### config.mk
export PLATFORM = sky130hd
export DESIGN_NAME = usb_epctl
export DESIGN_NICKNAME = d
export VERILOG_FILES = /design/src/usb_epctl_pkg.sv /design/src/usb_status_queue.sv /design/src/usb_token_check.sv /design/src/usb_epctl.sv
export SDC_FILE = /design/constraint.sdc
export NUM_CORES = 1
export LEC_CHECK = 0
export BUFFER_PORTS_ARGS = -buffer_cell sky130_fd_sc_hd__buf_2
export CORE_ASPECT_RATIO = 1.25
export CORE_UTILIZATION = 60
export DETAILED_ROUTE_END_ITERATION = 10
export GPL_ROUTABILITY_DRIVEN = 0
export MAX_ROUTING_LAYER = met4
export PLACE_DENSITY = 0.87
export SYNTH_ARGS = -nofsm -noshare
export SYNTH_HDL_FRONTEND = slang
export SYNTH_SLANG_ARGS = --single-unit
### constraint.sdc
create_clock -name clk_i -period 4.7 [get_ports clk_i]
set_input_delay 0 -clock clk_i [delete_from_list [all_inputs] [get_ports clk_i]]
set_output_delay 0 -clock clk_i [all_outputs]
set_load 0.01 [all_outputs]
### src/usb_epctl_pkg.sv
// constants and types for the endpoint control and status block
////////////////////////////////////////////////////////////////////////////////
package usb_epctl_pkg;
  localparam int unsigned STAT_DEPTH = 4;
  localparam int unsigned NUM_EP = 16;
  // register byte offsets
  localparam logic [11:0] OFS_STATUS = 12'h000;
  localparam logic [11:0] OFS_IRQ_STATUS = 12'h004;
  localparam logic [11:0] OFS_IRQ_ENABLE = 12'h008;
  localparam logic [11:0] OFS_IRQ_CLEAR = 12'h00C;
  localparam logic [11:0] OFS_MODE = 12'h010;
  localparam logic [11:0] OFS_EP_BASE = 12'h040;
  localparam logic [11:0] OFS_EP_LAST = 12'h07C;
  // status fields
  localparam int unsigned STAT_EP_LSB = 4;
  localparam int unsigned STAT_DIR_BIT = 3;
  localparam int unsigned STAT_BANK_BIT = 2;
  // endpoint control fields
  localparam int unsigned EP_LOW_SPEED_DIRECT_ENABLE_BIT = 7;
  localparam int unsigned EP_NORETRY_BIT = 6;
  localparam int unsigned EP_CONDIS_BIT = 4;
  localparam int unsigned EP_RXEN_BIT = 3;
  localparam int unsigned EP_TXEN_BIT = 2;
  localparam int unsigned EP_STALL_BIT = 1;
  localparam int unsigned EP_HSHK_BIT = 0;
  localparam logic [7:0] EP_WRITE_MASK = 8'hDF;
  localparam logic [7:0] EP_RESET = 8'h00;
  // interrupt bits
  localparam int unsigned IRQ_TRN_BIT = 0;
  localparam int unsigned IRQ_STALL_BIT = 1;
  localparam int unsigned IRQ_NAK_BIT = 2;
  localparam int unsigned IRQ_W = 3;
  localparam logic [IRQ_W-1:0] IRQ_RESET = 3'h0;
  localparam int unsigned MODE_HOST_BIT = 0;
  typedef enum logic [1:0] {
    PID_OUT = 2'h0,
    PID_IN = 2'h1,
    PID_SETUP = 2'h2
  } token_kind_t;
  typedef enum logic [2:0] {
    APB_IDLE = 3'b001,
    APB_WAIT = 3'b010,
    APB_DONE = 3'b100
  } apb_state_t;
endpackage

### src/usb_status_queue.sv
// queue of completed transfer records, head visible to software
module usb_status_queue
  import usb_epctl_pkg::*;
#(
  parameter int unsigned WIDTH = 6,
  parameter int unsigned DEPTH = STAT_DEPTH
) (
  input wire logic clk_i,
  input wire logic rst_b_i,
  input wire logic push_i,
  input wire logic [WIDTH-1:0] data_i,
  input wire logic pop_i,
  output logic [WIDTH-1:0] head_o,
  output logic empty_o,
  output logic full_o
);
  localparam int unsigned AW = $clog2(DEPTH);
  logic [WIDTH-1:0] mem [DEPTH];
  logic [AW-1:0] rd_ptr;
  logic [AW-1:0] wr_ptr;
  logic [AW:0] count;
  logic do_pop;
  logic do_push;

  assign do_pop = pop_i && (count != '0);
  // a full queue drops the new record unless a pop in the same cycle frees a slot; the link is warned by full_o
  assign do_push = push_i && ((count != (AW+1)'(DEPTH)) || do_pop);
  assign head_o = mem[rd_ptr];
  assign empty_o = (count == '0);
  assign full_o = (count == (AW+1)'(DEPTH));

  always_ff @(posedge clk_i) begin
    if (do_push) begin
      mem[wr_ptr] <= data_i;
    end
  end

  always_ff @(posedge clk_i or negedge rst_b_i) begin
    if (!rst_b_i) begin
      rd_ptr <= '0;
      wr_ptr <= '0;
      count <= '0;
    end else begin
      if (do_pop) begin
        rd_ptr <= (rd_ptr == AW'(DEPTH - 1)) ? '0 : rd_ptr + 1'b1;
      end
      if (do_push) begin
        wr_ptr <= (wr_ptr == AW'(DEPTH - 1)) ? '0 : wr_ptr + 1'b1;
      end
      count <= count + (AW+1)'(do_push) - (AW+1)'(do_pop);
    end
  end
endmodule

### src/usb_token_check.sv
// decides how an endpoint answers a token from its control byte
module usb_token_check
  import usb_epctl_pkg::*;
(
  input wire logic [7:0] ctrl_i,
  input wire logic [1:0] kind_i,
  output logic accept_o,
  output logic stall_o,
  output logic handshake_o
);
  logic rx_en;
  logic tx_en;
  logic setup_ok;

  assign rx_en = ctrl_i[EP_RXEN_BIT];
  assign tx_en = ctrl_i[EP_TXEN_BIT];
  // bit 4 only counts on a bidirectional endpoint
  assign setup_ok = rx_en && !(tx_en && ctrl_i[EP_CONDIS_BIT]);

  always_comb begin
    accept_o = 1'b0;
    case (kind_i)
      PID_OUT: accept_o = rx_en;
      PID_IN: accept_o = tx_en;
      PID_SETUP: accept_o = setup_ok;
      default: accept_o = 1'b0;
    endcase
  end

  assign stall_o = ctrl_i[EP_STALL_BIT];
  assign handshake_o = ctrl_i[EP_HSHK_BIT];
endmodule

### src/usb_epctl.sv
// endpoint control registers and transaction status queue with APB access
module usb_epctl
  import usb_epctl_pkg::*;
(
  input wire logic clk_i,
  input wire logic rst_b_i,
  // APB slave
  input wire logic psel_i,
  input wire logic penable_i,
  input wire logic pwrite_i,
  input wire logic [11:0] paddr_i,
  input wire logic [31:0] pwdata_i,
  input wire logic [3:0] pstrb_i,
  output logic [31:0] prdata_o,
  output logic pready_o,
  output logic pslverr_o,
  // completed transfers from the USB engine
  input wire logic xfer_done_i,
  input wire logic [3:0] xfer_ep_i,
  input wire logic xfer_tx_i,
  input wire logic xfer_odd_i,
  output logic xfer_room_o,
  // token lookup from the USB engine
  input wire logic tok_valid_i,
  input wire logic [3:0] tok_ep_i,
  input wire logic [1:0] tok_kind_i,
  output logic tok_reply_valid_o,
  output logic tok_accept_o,
  output logic tok_stall_o,
  output logic tok_handshake_o,
  // endpoint stall and host NAK events
  input wire logic stall_event_i,
  input wire logic [3:0] stall_ep_i,
  input wire logic nak_rcvd_i,
  output logic nak_retry_o,
  // host mode from the mode register, low-speed setting from endpoint 0, and the interrupt
  output logic host_mode_o,
  output logic low_speed_direct_o,
  output logic irq_o
);
  ////////////////////////////////////////////////////////////////////////////
  // declarations
  logic [7:0] ep_ctrl [NUM_EP];
  logic host_mode;
  logic stall_sticky;
  logic nak_sticky;
  logic [IRQ_W-1:0] irq_clear;
  logic [IRQ_W-1:0] irq_enable;
  logic [IRQ_W-1:0] irq_flags;
  apb_state_t apb_state;
  apb_state_t next_apb_state;
  logic wr_take;
  logic rd_take;
  logic [31:0] next_rdata;
  logic next_err;
  logic [5:0] q_head;
  logic q_empty;
  logic q_full;
  logic q_pop;
  logic trn_flag;
  logic chk_accept;
  logic chk_stall;
  logic chk_hshk;
  logic [31:0] wmask;
  logic [3:0] sel_ep;

  ////////////////////////////////////////////////////////////////////////////
  // helpers
  function automatic logic is_ep_addr(input logic [11:0] a);
    return (a >= OFS_EP_BASE) && (a <= OFS_EP_LAST) && (a[1:0] == 2'h0);
  endfunction

  function automatic logic [3:0] ep_index(input logic [11:0] a);
    logic [11:0] d;
    d = a - OFS_EP_BASE;
    return d[5:2];
  endfunction

  function automatic logic [31:0] byte_mask(input logic [3:0] s);
    return {{8{s[3]}}, {8{s[2]}}, {8{s[1]}}, {8{s[0]}}};
  endfunction

  ////////////////////////////////////////////////////////////////////////////
  // APB handshake: two wait states, answer registered
  // idle sees the access phase, wait raises pready, done lets it fall;
  // registering the answer costs a cycle but keeps every output on a flop
  always_comb begin
    next_apb_state = apb_state;
    case (apb_state)
      APB_IDLE: begin
        if (psel_i && penable_i) begin
          next_apb_state = APB_WAIT;
        end
      end
      APB_WAIT: next_apb_state = APB_DONE;
      APB_DONE: next_apb_state = APB_IDLE;
      default: next_apb_state = APB_IDLE;
    endcase
  end

  always_ff @(posedge clk_i or negedge rst_b_i) begin
    if (!rst_b_i) begin
      apb_state <= APB_IDLE;
    end else begin
      apb_state <= next_apb_state;
    end
  end

  // pready stands on the third access edge; writes land on that edge,
  // the one at which the master sees pready, never a cycle early
  assign wr_take = pready_o && psel_i && penable_i && pwrite_i;
  assign rd_take = (apb_state == APB_WAIT) && psel_i && penable_i && !pwrite_i;
  assign wmask = pwdata_i & byte_mask(pstrb_i);
  assign sel_ep = ep_index(paddr_i);

  always_comb begin
    next_rdata = 32'h0000_0000;
    next_err = 1'b0;
    if (is_ep_addr(paddr_i)) begin
      next_rdata = {24'h00_0000, ep_ctrl[sel_ep]};
    end else begin
      case (paddr_i)
        // head of the queue; undefined while the flag is low
        OFS_STATUS: next_rdata = {24'h00_0000, q_head, 2'h0};
        OFS_IRQ_STATUS: next_rdata = {29'h0000_0000, irq_flags};
        OFS_IRQ_ENABLE: next_rdata = {29'h0000_0000, irq_enable};
        OFS_IRQ_CLEAR: next_rdata = 32'h0000_0000;
        OFS_MODE: next_rdata = {31'h0000_0000, host_mode};
        default: next_err = 1'b1;
      endcase
    end
  end

  always_ff @(posedge clk_i or negedge rst_b_i) begin
    if (!rst_b_i) begin
      pready_o <= 1'b0;
    end else begin
      pready_o <= (apb_state == APB_WAIT) && psel_i && penable_i;
    end
  end

  always_ff @(posedge clk_i or negedge rst_b_i) begin
    if (!rst_b_i) begin
      pslverr_o <= 1'b0;
    end else begin
      pslverr_o <= (apb_state == APB_WAIT) && psel_i && penable_i && next_err;
    end
  end

  // read data holds until the next read, so a slow master still finds it
  always_ff @(posedge clk_i or negedge rst_b_i) begin
    if (!rst_b_i) begin
      prdata_o <= 32'h0000_0000;
    end else if (rd_take) begin
      prdata_o <= next_err ? 32'h0000_0000 : next_rdata;
    end
  end

  ////////////////////////////////////////////////////////////////////////////
  // mode and interrupt enable registers
  always_ff @(posedge clk_i or negedge rst_b_i) begin
    if (!rst_b_i) begin
      host_mode <= 1'b0;
    end else if (wr_take && (paddr_i == OFS_MODE)) begin
      host_mode <= wmask[MODE_HOST_BIT];
    end
  end

  always_ff @(posedge clk_i or negedge rst_b_i) begin
    if (!rst_b_i) begin
      irq_enable <= IRQ_RESET;
    end else if (wr_take && (paddr_i == OFS_IRQ_ENABLE)) begin
      irq_enable <= wmask[IRQ_W-1:0];
    end
  end

  ////////////////////////////////////////////////////////////////////////////
  // endpoint control registers
  always_ff @(posedge clk_i or negedge rst_b_i) begin
    if (!rst_b_i) begin
      for (int i = 0; i < NUM_EP; i++) begin
        ep_ctrl[i] <= EP_RESET;
      end
    end else begin
      for (int i = 0; i < NUM_EP; i++) begin
        if (wr_take && is_ep_addr(paddr_i) && (sel_ep == 4'(i))) begin
          // bit 5 is not stored and stays zero
          ep_ctrl[i] <= (ep_ctrl[i] & ~(EP_WRITE_MASK & {8{pstrb_i[0]}}))
                        | (wmask[7:0] & EP_WRITE_MASK);
        end
        // a stall from the engine wins over a software write
        if (stall_event_i && (stall_ep_i == 4'(i))) begin
          ep_ctrl[i][EP_STALL_BIT] <= 1'b1;
        end
      end
    end
  end

  ////////////////////////////////////////////////////////////////////////////
  // transaction status queue
  // writing 1 to the complete flag in the clear register pops one record
  assign q_pop = wr_take && (paddr_i == OFS_IRQ_CLEAR) && wmask[IRQ_TRN_BIT];

  usb_status_queue #(
    .WIDTH(6),
    .DEPTH(STAT_DEPTH)
  ) u_queue (
    .clk_i(clk_i),
    .rst_b_i(rst_b_i),
    .push_i(xfer_done_i),
    .data_i({xfer_ep_i, xfer_tx_i, xfer_odd_i}),
    .pop_i(q_pop),
    .head_o(q_head),
    .empty_o(q_empty),
    .full_o(q_full)
  );

  // flag stays up while any record waits, so a push during a pop keeps it up
  assign trn_flag = !q_empty;

  // one cycle late: the engine must not count on room in the pushing cycle
  always_ff @(posedge clk_i or negedge rst_b_i) begin
    if (!rst_b_i) begin
      xfer_room_o <= 1'b1;
    end else begin
      xfer_room_o <= !q_full;
    end
  end

  ////////////////////////////////////////////////////////////////////////////
  // sticky events; hardware set wins over a clear in the same cycle
  assign irq_clear = (wr_take && (paddr_i == OFS_IRQ_CLEAR)) ? wmask[IRQ_W-1:0] : IRQ_RESET;

  always_ff @(posedge clk_i or negedge rst_b_i) begin
    if (!rst_b_i) begin
      stall_sticky <= 1'b0;
    end else if (stall_event_i) begin
      stall_sticky <= 1'b1;
    end else if (irq_clear[IRQ_STALL_BIT]) begin
      stall_sticky <= 1'b0;
    end
  end

  // a NAK only counts while acting as host
  always_ff @(posedge clk_i or negedge rst_b_i) begin
    if (!rst_b_i) begin
      nak_sticky <= 1'b0;
    end else if (nak_rcvd_i && host_mode) begin
      nak_sticky <= 1'b1;
    end else if (irq_clear[IRQ_NAK_BIT]) begin
      nak_sticky <= 1'b0;
    end
  end

  // the complete flag is the queue state itself, not a stored bit
  assign irq_flags = {nak_sticky, stall_sticky, trn_flag};

  always_ff @(posedge clk_i or negedge rst_b_i) begin
    if (!rst_b_i) begin
      irq_o <= 1'b0;
    end else begin
      irq_o <= |(irq_flags & irq_enable);
    end
  end

  ////////////////////////////////////////////////////////////////////////////
  // token replies, one cycle after the lookup
  usb_token_check u_check (
    .ctrl_i(ep_ctrl[tok_ep_i]),
    .kind_i(tok_kind_i),
    .accept_o(chk_accept),
    .stall_o(chk_stall),
    .handshake_o(chk_hshk)
  );

  always_ff @(posedge clk_i or negedge rst_b_i) begin
    if (!rst_b_i) begin
      tok_reply_valid_o <= 1'b0;
    end else begin
      tok_reply_valid_o <= tok_valid_i;
    end
  end

  // a stalled endpoint never accepts, whatever its enables say
  always_ff @(posedge clk_i or negedge rst_b_i) begin
    if (!rst_b_i) begin
      tok_accept_o <= 1'b0;
    end else begin
      tok_accept_o <= tok_valid_i && chk_accept && !chk_stall;
    end
  end

  always_ff @(posedge clk_i or negedge rst_b_i) begin
    if (!rst_b_i) begin
      tok_stall_o <= 1'b0;
    end else begin
      tok_stall_o <= tok_valid_i && chk_stall;
    end
  end

  always_ff @(posedge clk_i or negedge rst_b_i) begin
    if (!rst_b_i) begin
      tok_handshake_o <= 1'b0;
    end else begin
      tok_handshake_o <= tok_valid_i && chk_hshk;
    end
  end

  ////////////////////////////////////////////////////////////////////////////
  // host-mode options: only endpoint 0 and only in host mode
  always_ff @(posedge clk_i or negedge rst_b_i) begin
    if (!rst_b_i) begin
      host_mode_o <= 1'b0;
    end else begin
      host_mode_o <= host_mode;
    end
  end

  always_ff @(posedge clk_i or negedge rst_b_i) begin
    if (!rst_b_i) begin
      low_speed_direct_o <= 1'b0;
    end else begin
      // clear means low-speed traffic goes through a hub with a preamble
      low_speed_direct_o <= host_mode && ep_ctrl[0][EP_LOW_SPEED_DIRECT_ENABLE_BIT];
    end
  end

  always_ff @(posedge clk_i or negedge rst_b_i) begin
    if (!rst_b_i) begin
      nak_retry_o <= 1'b0;
    end else begin
      // retry pulse asks the engine to resend the NAKed transaction
      nak_retry_o <= host_mode && nak_rcvd_i
                     && !ep_ctrl[0][EP_NORETRY_BIT];
    end
  end
endmodule

; ---- After elaboration in Yosys (flattened, before gate mapping)
; Memories as Yosys holds them, arrays and structs flattened.
; Index checks and enable logic that the tools add are counted.
; Widths: inputs -> output; s select.
[op_classes]
n_addsub = 5
multipliers = 0
div_mod_pow = 0
n_lt_le_gt_ge = 4
n_eq_ne = 43
n_shift = 0
n_mux = 55
n_bitwise = 37
n_reduce_logical = 92
[ops]
columns = operator, n
row1 = $and 8x8->8, 17
row2 = $or 8x8->8, 16
row3 = $bmux 8 s4, 2
row4 = $eq 4x4->1 const B, 16
row5 = $mux 32, 2
row6 = $logic_and 1x1->1, 58
row7 = $mux 2, 18
row8 = $reduce_bool 2->1, 18
row9 = $eq 4x3->1 const B, 8
row10 = $pmux 8 s4, 1
row11 = $eq 12x4->1 const B, 2
row12 = $mux 1, 24
row13 = $eq 4x2->1 const B, 4
row14 = $mux 8, 2
row15 = $eq 12x3->1 const B, 1
row16 = $eq 12x5->1 const B, 1
row17 = $ge 12x7->1 const B, 1
row18 = $le 12x7->1 const B, 1
row19 = $logic_not 12->1, 1
row20 = $ge 5x5->1 const B, 2
row21 = $mux 5, 2
row22 = $not 4->5, 2
row23 = $eq 4x1->1 const B, 2
row24 = $logic_not 4->1, 2
row25 = other kinds (23), 33
[totals]
reg_bits = 187
latch_bits = 0
ram_bits = 24
mem_bits_ro = 0
in_bits = 73
out_inout_bits = 43
elab_cells = 289
memories = 1
[mem_list]
columns = name, words, width, read_ports, rd_ports_with_merged_regs, write_ports, line
row1 = u_queue.mem, 4, 6, 1, 0, 1, usb_status_queue.sv:18  ; logic [WIDTH-1:0] mem [DEPTH];

; ---- Depth between registers and ports, before layout
[depth]
word_depth = 10
ltp_mapped = 10
depth_no_buf = 9

; ---- Cells and area by module
; Synthesis repeated with hierarchy kept, for this count alone.
[unflattened]
cells_unflattened = 612
hier_area_um2 = 8928.6
[modules_own_cells]
columns = module, n_inst, cells_per_inst, area_each_um2, seq_area_each_um2
row1 = usb_epctl, 1, 538, 7566.0, 3505.9
row2 = usb_status_queue, 1, 69, 1320.0, 895.9
row3 = usb_token_check, 1, 5, 42.5, 0.0

; ---- Worst setup path after synthesis
; OpenSTA, ideal clock, no wires.
[synth_timing]
kind = flip-flop to flip-flop
start = register pready_o
end = register u_queue.count[2]
t_arrival_ns = 2.428
t_required_ns = 4.577
path_slack_ns = 2.149
path_stages_with_launch = 11
path_buffers = 1
period_less_slack_ns = 2.551
cell_sequence = dfrtp_1 -> and4_1 -> clkbuf_1 -> nand3_2 -> nor4_4 -> ha_1 -> inv_1 -> ha_1 -> fa_1 -> xnor2_1 -> xnor2_1
[synth_between]
elab_chain_cells = 10
[synth_lines]
columns = element, line
row1 = "start, declared", usb_epctl.sv:15  ; output logic pready_o,
row2 = "start signal, assigned", usb_epctl.sv:138  ; pready_o <= (apb_state == APB_WAIT) && psel_i && penable_i;
row3 = $logic_and 1x1->1 * (3 in series), usb_epctl.sv:111  ; assign wr_take = pready_o && psel_i && penable_i && pwrite_i;
row4 = $logic_and 1x1->1 * (2 in series), usb_epctl.sv:202  ; assign q_pop = wr_take && (paddr_i == OFS_IRQ_CLEAR) && wmask[IRQ_TRN_BIT];
row5 = $logic_and 1x1->1 *, usb_status_queue.sv:25  ; assign do_pop = pop_i && (count != '0);
row6 = named net u_queue.do_pop, usb_status_queue.sv:22  ; logic do_pop;
row7 = $logic_or 1x1->1, usb_status_queue.sv:27  ; assign do_push = push_i && ((count != (AW+1)'(DEPTH)) || do_pop);
row8 = $logic_and 1x1->1, usb_status_queue.sv:27
row9 = $add 3x1->3, usb_status_queue.sv:50  ; count <= count + (AW+1)'(do_push) - (AW+1)'(do_pop);
row10 = $sub 3x1->3 *, usb_status_queue.sv:50
row11 = "end signal, assigned", usb_status_queue.sv:50
row12 = "end, declared", usb_status_queue.sv:21  ; logic [AW:0] count;
; Mark *: on every way through the listed nets, which the timed path passes. The rest lies on a longest branch.
; A chain may end at the register's enable or synchronous reset.

; ---- Worst setup path after layout
; Same ends and word-level chain as after synthesis.

==> results.sh <==
export IMPL_post_drt_wl_per_cell_um=25.1
export IMPL_start_util_pct=62.1
export IMPL_min_path_type="in -> reg"
export IMPL_area_growth_syn_to_layout_pct=14.2
export IMPL_nets=756
export IMPL_setup_violations=0
export IMPL_first_global_vias=6223
export IMPL_clkTransAtPathRegs_ps=70
export IMPL_synthTopCellsByArea="dfrtp_1, mux4_2, mux2_2"
export IMPL_antenna_cells=0
export IMPL_fp_row_count=48
export IMPL_wl_um=21700
export IMPL_cts_setup_buffers=0
export IMPL_yosys_area_top_type="dfrtp_1"
export IMPL_synth_main_ff_cell="dfrtp_1"
export IMPL_cts_repair_resized=0
export IMPL_ant_nets=0
export IMPL_yosys_warnings=0
export IMPL_maxCapViolCount=0
export IMPL_ys_ff_latch=171
export IMPL_netlist_instances=593
export IMPL_worstPathCellList="and4_1, nand3_2, nor4_4, ha_1, inv_1, ha_1, fa_1, xnor2_1, xnor2_1"
export IMPL_io_pins=116
export IMPL_final_period_utilization_pct=59.3
export IMPL_numCtsBuffers=17
export IMPL_root_buffer="clkbuf_16"
export IMPL_powerDensity_nw_per_um2=360
export IMPL_antenna_found_initial=0
export IMPL_viasPerCell=6.83
export IMPL_synth_edf_count=24
export IMPL_grt_ovfl_total=0
export IMPL_async_flop_share_pct=86.0
export IMPL_cts_tree="yes"
export IMPL_synth_cell_types=50
export IMPL_io_buffers=63
export IMPL_relSlewSlack_pct=29.8
export IMPL_crit_arrival_ps=3140
export IMPL_cp_required_ps=5050
export IMPL_cts_max_level=4
export IMPL_worst_path_max_fanout=7
export IMPL_grt_start_max_net_pins=102
export IMPL_grt_pass1_wl_um=33600
export IMPL_grtUsageTotal_pct=32.5
export IMPL_netlist_area_um2=8650
export IMPL_finalNonFillerCells=863
export IMPL_finalPower_w=0.00356
export IMPL_vias=5891
export IMPL_rsz0062_at_grt="false"
export IMPL_drive_above_1_share_pct=42.0
export IMPL_power_leakage_nw=4.34
export IMPL_fmax_ghz=0.359
export IMPL_path_class="reg -> reg"
export IMPL_worst_skew_pair_late_latency_ps=440
export IMPL_drt_iter0_markers=612
export IMPL_clock_skew_ps=9.98
export IMPL_synth_top_cell_area_share_pct=41.9
export IMPL_cts_hold_buf=27
export IMPL_timing_final_crit_period_ps=2790
export IMPL_slowest_delay_ps=530
export IMPL_hold_violations=0
export IMPL_synth_most_common_cell="dfrtp_1"
export IMPL_worst_pin_slew_ps=1050
export IMPL_first_pass_iters=5
export IMPL_holdPathStages=2
export IMPL_dieArea_um2=14900
export IMPL_drv_slew=0
export IMPL_r2r_cells=9
export IMPL_core_area_um2=13900
export IMPL_irDropWorstVdd_mv=0.360
export IMPL_avgSynthCellArea_um2=14.6
export IMPL_netlist_top_cells_count="dfrtp_1, mux2_2, mux4_2"
export IMPL_die_w_um=109
export IMPL_dpl_hpwl_um=14200
export IMPL_slowest_stage="nor4_4"
export IMPL_dieHeight_um=136
export IMPL_tns_ps=0
export IMPL_seq_area_frac_synth_pct=50.9
export IMPL_clock_path_buffers=2
export IMPL_dp_cells=804
export IMPL_outcome="finished, final reports clean"
export IMPL_critPathLaunchType="register"
export IMPL_drc=0
export IMPL_end_kind="register"
export IMPL_clock_sinks=171
==> logic make-up after synthesis <==
| group | after synthesis | share of synthesized area [%] |
|---|---|---|
| DFF | 171 | 50.9 |
| other | 1 | 0.0433 |
| xor gates and xnor gates | 2 | 0.202 |
| adders and majority gates | 8 | 1.24 |
| buffers and inverters | 72 | 4.34 |
| AOI/OAI and AO/OA | 63 | 4.68 |
| muxes | 168 | 29.8 |
| and+or+nand+nor | 108 | 8.79 |
==> metal layers <==
layer | up-vias | global-route usage (%) | wire length [um]
met3 | 106 | 8.39 | 1620
met2 | 349 | 51.7 | 11200
li1 | 2386 | - | -
met1 | 3050 | 37.1 | 7670
met4 | 0 | 18.9 | 1210
met5 | - | - | 0
==> path summary, 6_finish.rpt <==
check	startpoint	to	slack, ps
min in group asynchronous	rst_b_i	async pin	240
setup / recovery	pready_o	u_queue.count[2]	1910
max in group asynchronous	rst_b_i	u_queue.count[1]	3250
hold reg to reg	apb_state[1]	apb_state[1]	460
setup reg to reg	pready_o	u_queue.count[2]	1910
hold / removal	pwdata_i[6]	register	20
==> stage by stage <==
step / instance area [um2] / util (%) / setup WS (ps) / hold slack [ps]
finish: 9880 / 70.9 / 1910 / 21.3
global route: 9880 / 70.9 / 1760 / 49.4
CTS: 9880 / 70.9 / 1890 / 5.84
global placement: 9000 / 64.6 / 1910 / 140
floorplan: 8740 / - / 2150 / -296
detailed placement: 9000 / 64.6 / 1780 / 160
==> worst max-delay path: cells and delay by family (launching register included) <==
family        cells  cell delay, ps
flops             1             330
fa+ha+maj         3             820
xor+xnor          2             360
buf+inv           1              50
simple gates      3            1140
==> cells in the final DEF, fill, tap and decap left out, drive strengths merged, types with 18 or more instances in the layout <==
master       count
o22ai           19
mux4            62
o21ai           23
buf             67
dfrtp          145
nand2           18
dlygate4sd3     27
clkbuf          18
edfxtp          24
inv             25
mux2           100
conb            24
==> where the power goes <==
group          internal, W  switching (W)
logic             0.000178       0.000261
registers          0.00161      0.0000574
clock network     0.000808       0.000645
==> cell type report <==
class	instances	area [um2]
Sequential cell	171	4400
Fill cell	860	4050
Multi-Input combinational cell	373	3960
Timing Repair Buffer	94	622
Clock buffer	18	429
Tap cell	175	219
Clock inverter	14	180
Inverter	18	67.6
Power figures use the tool's default switching activity.
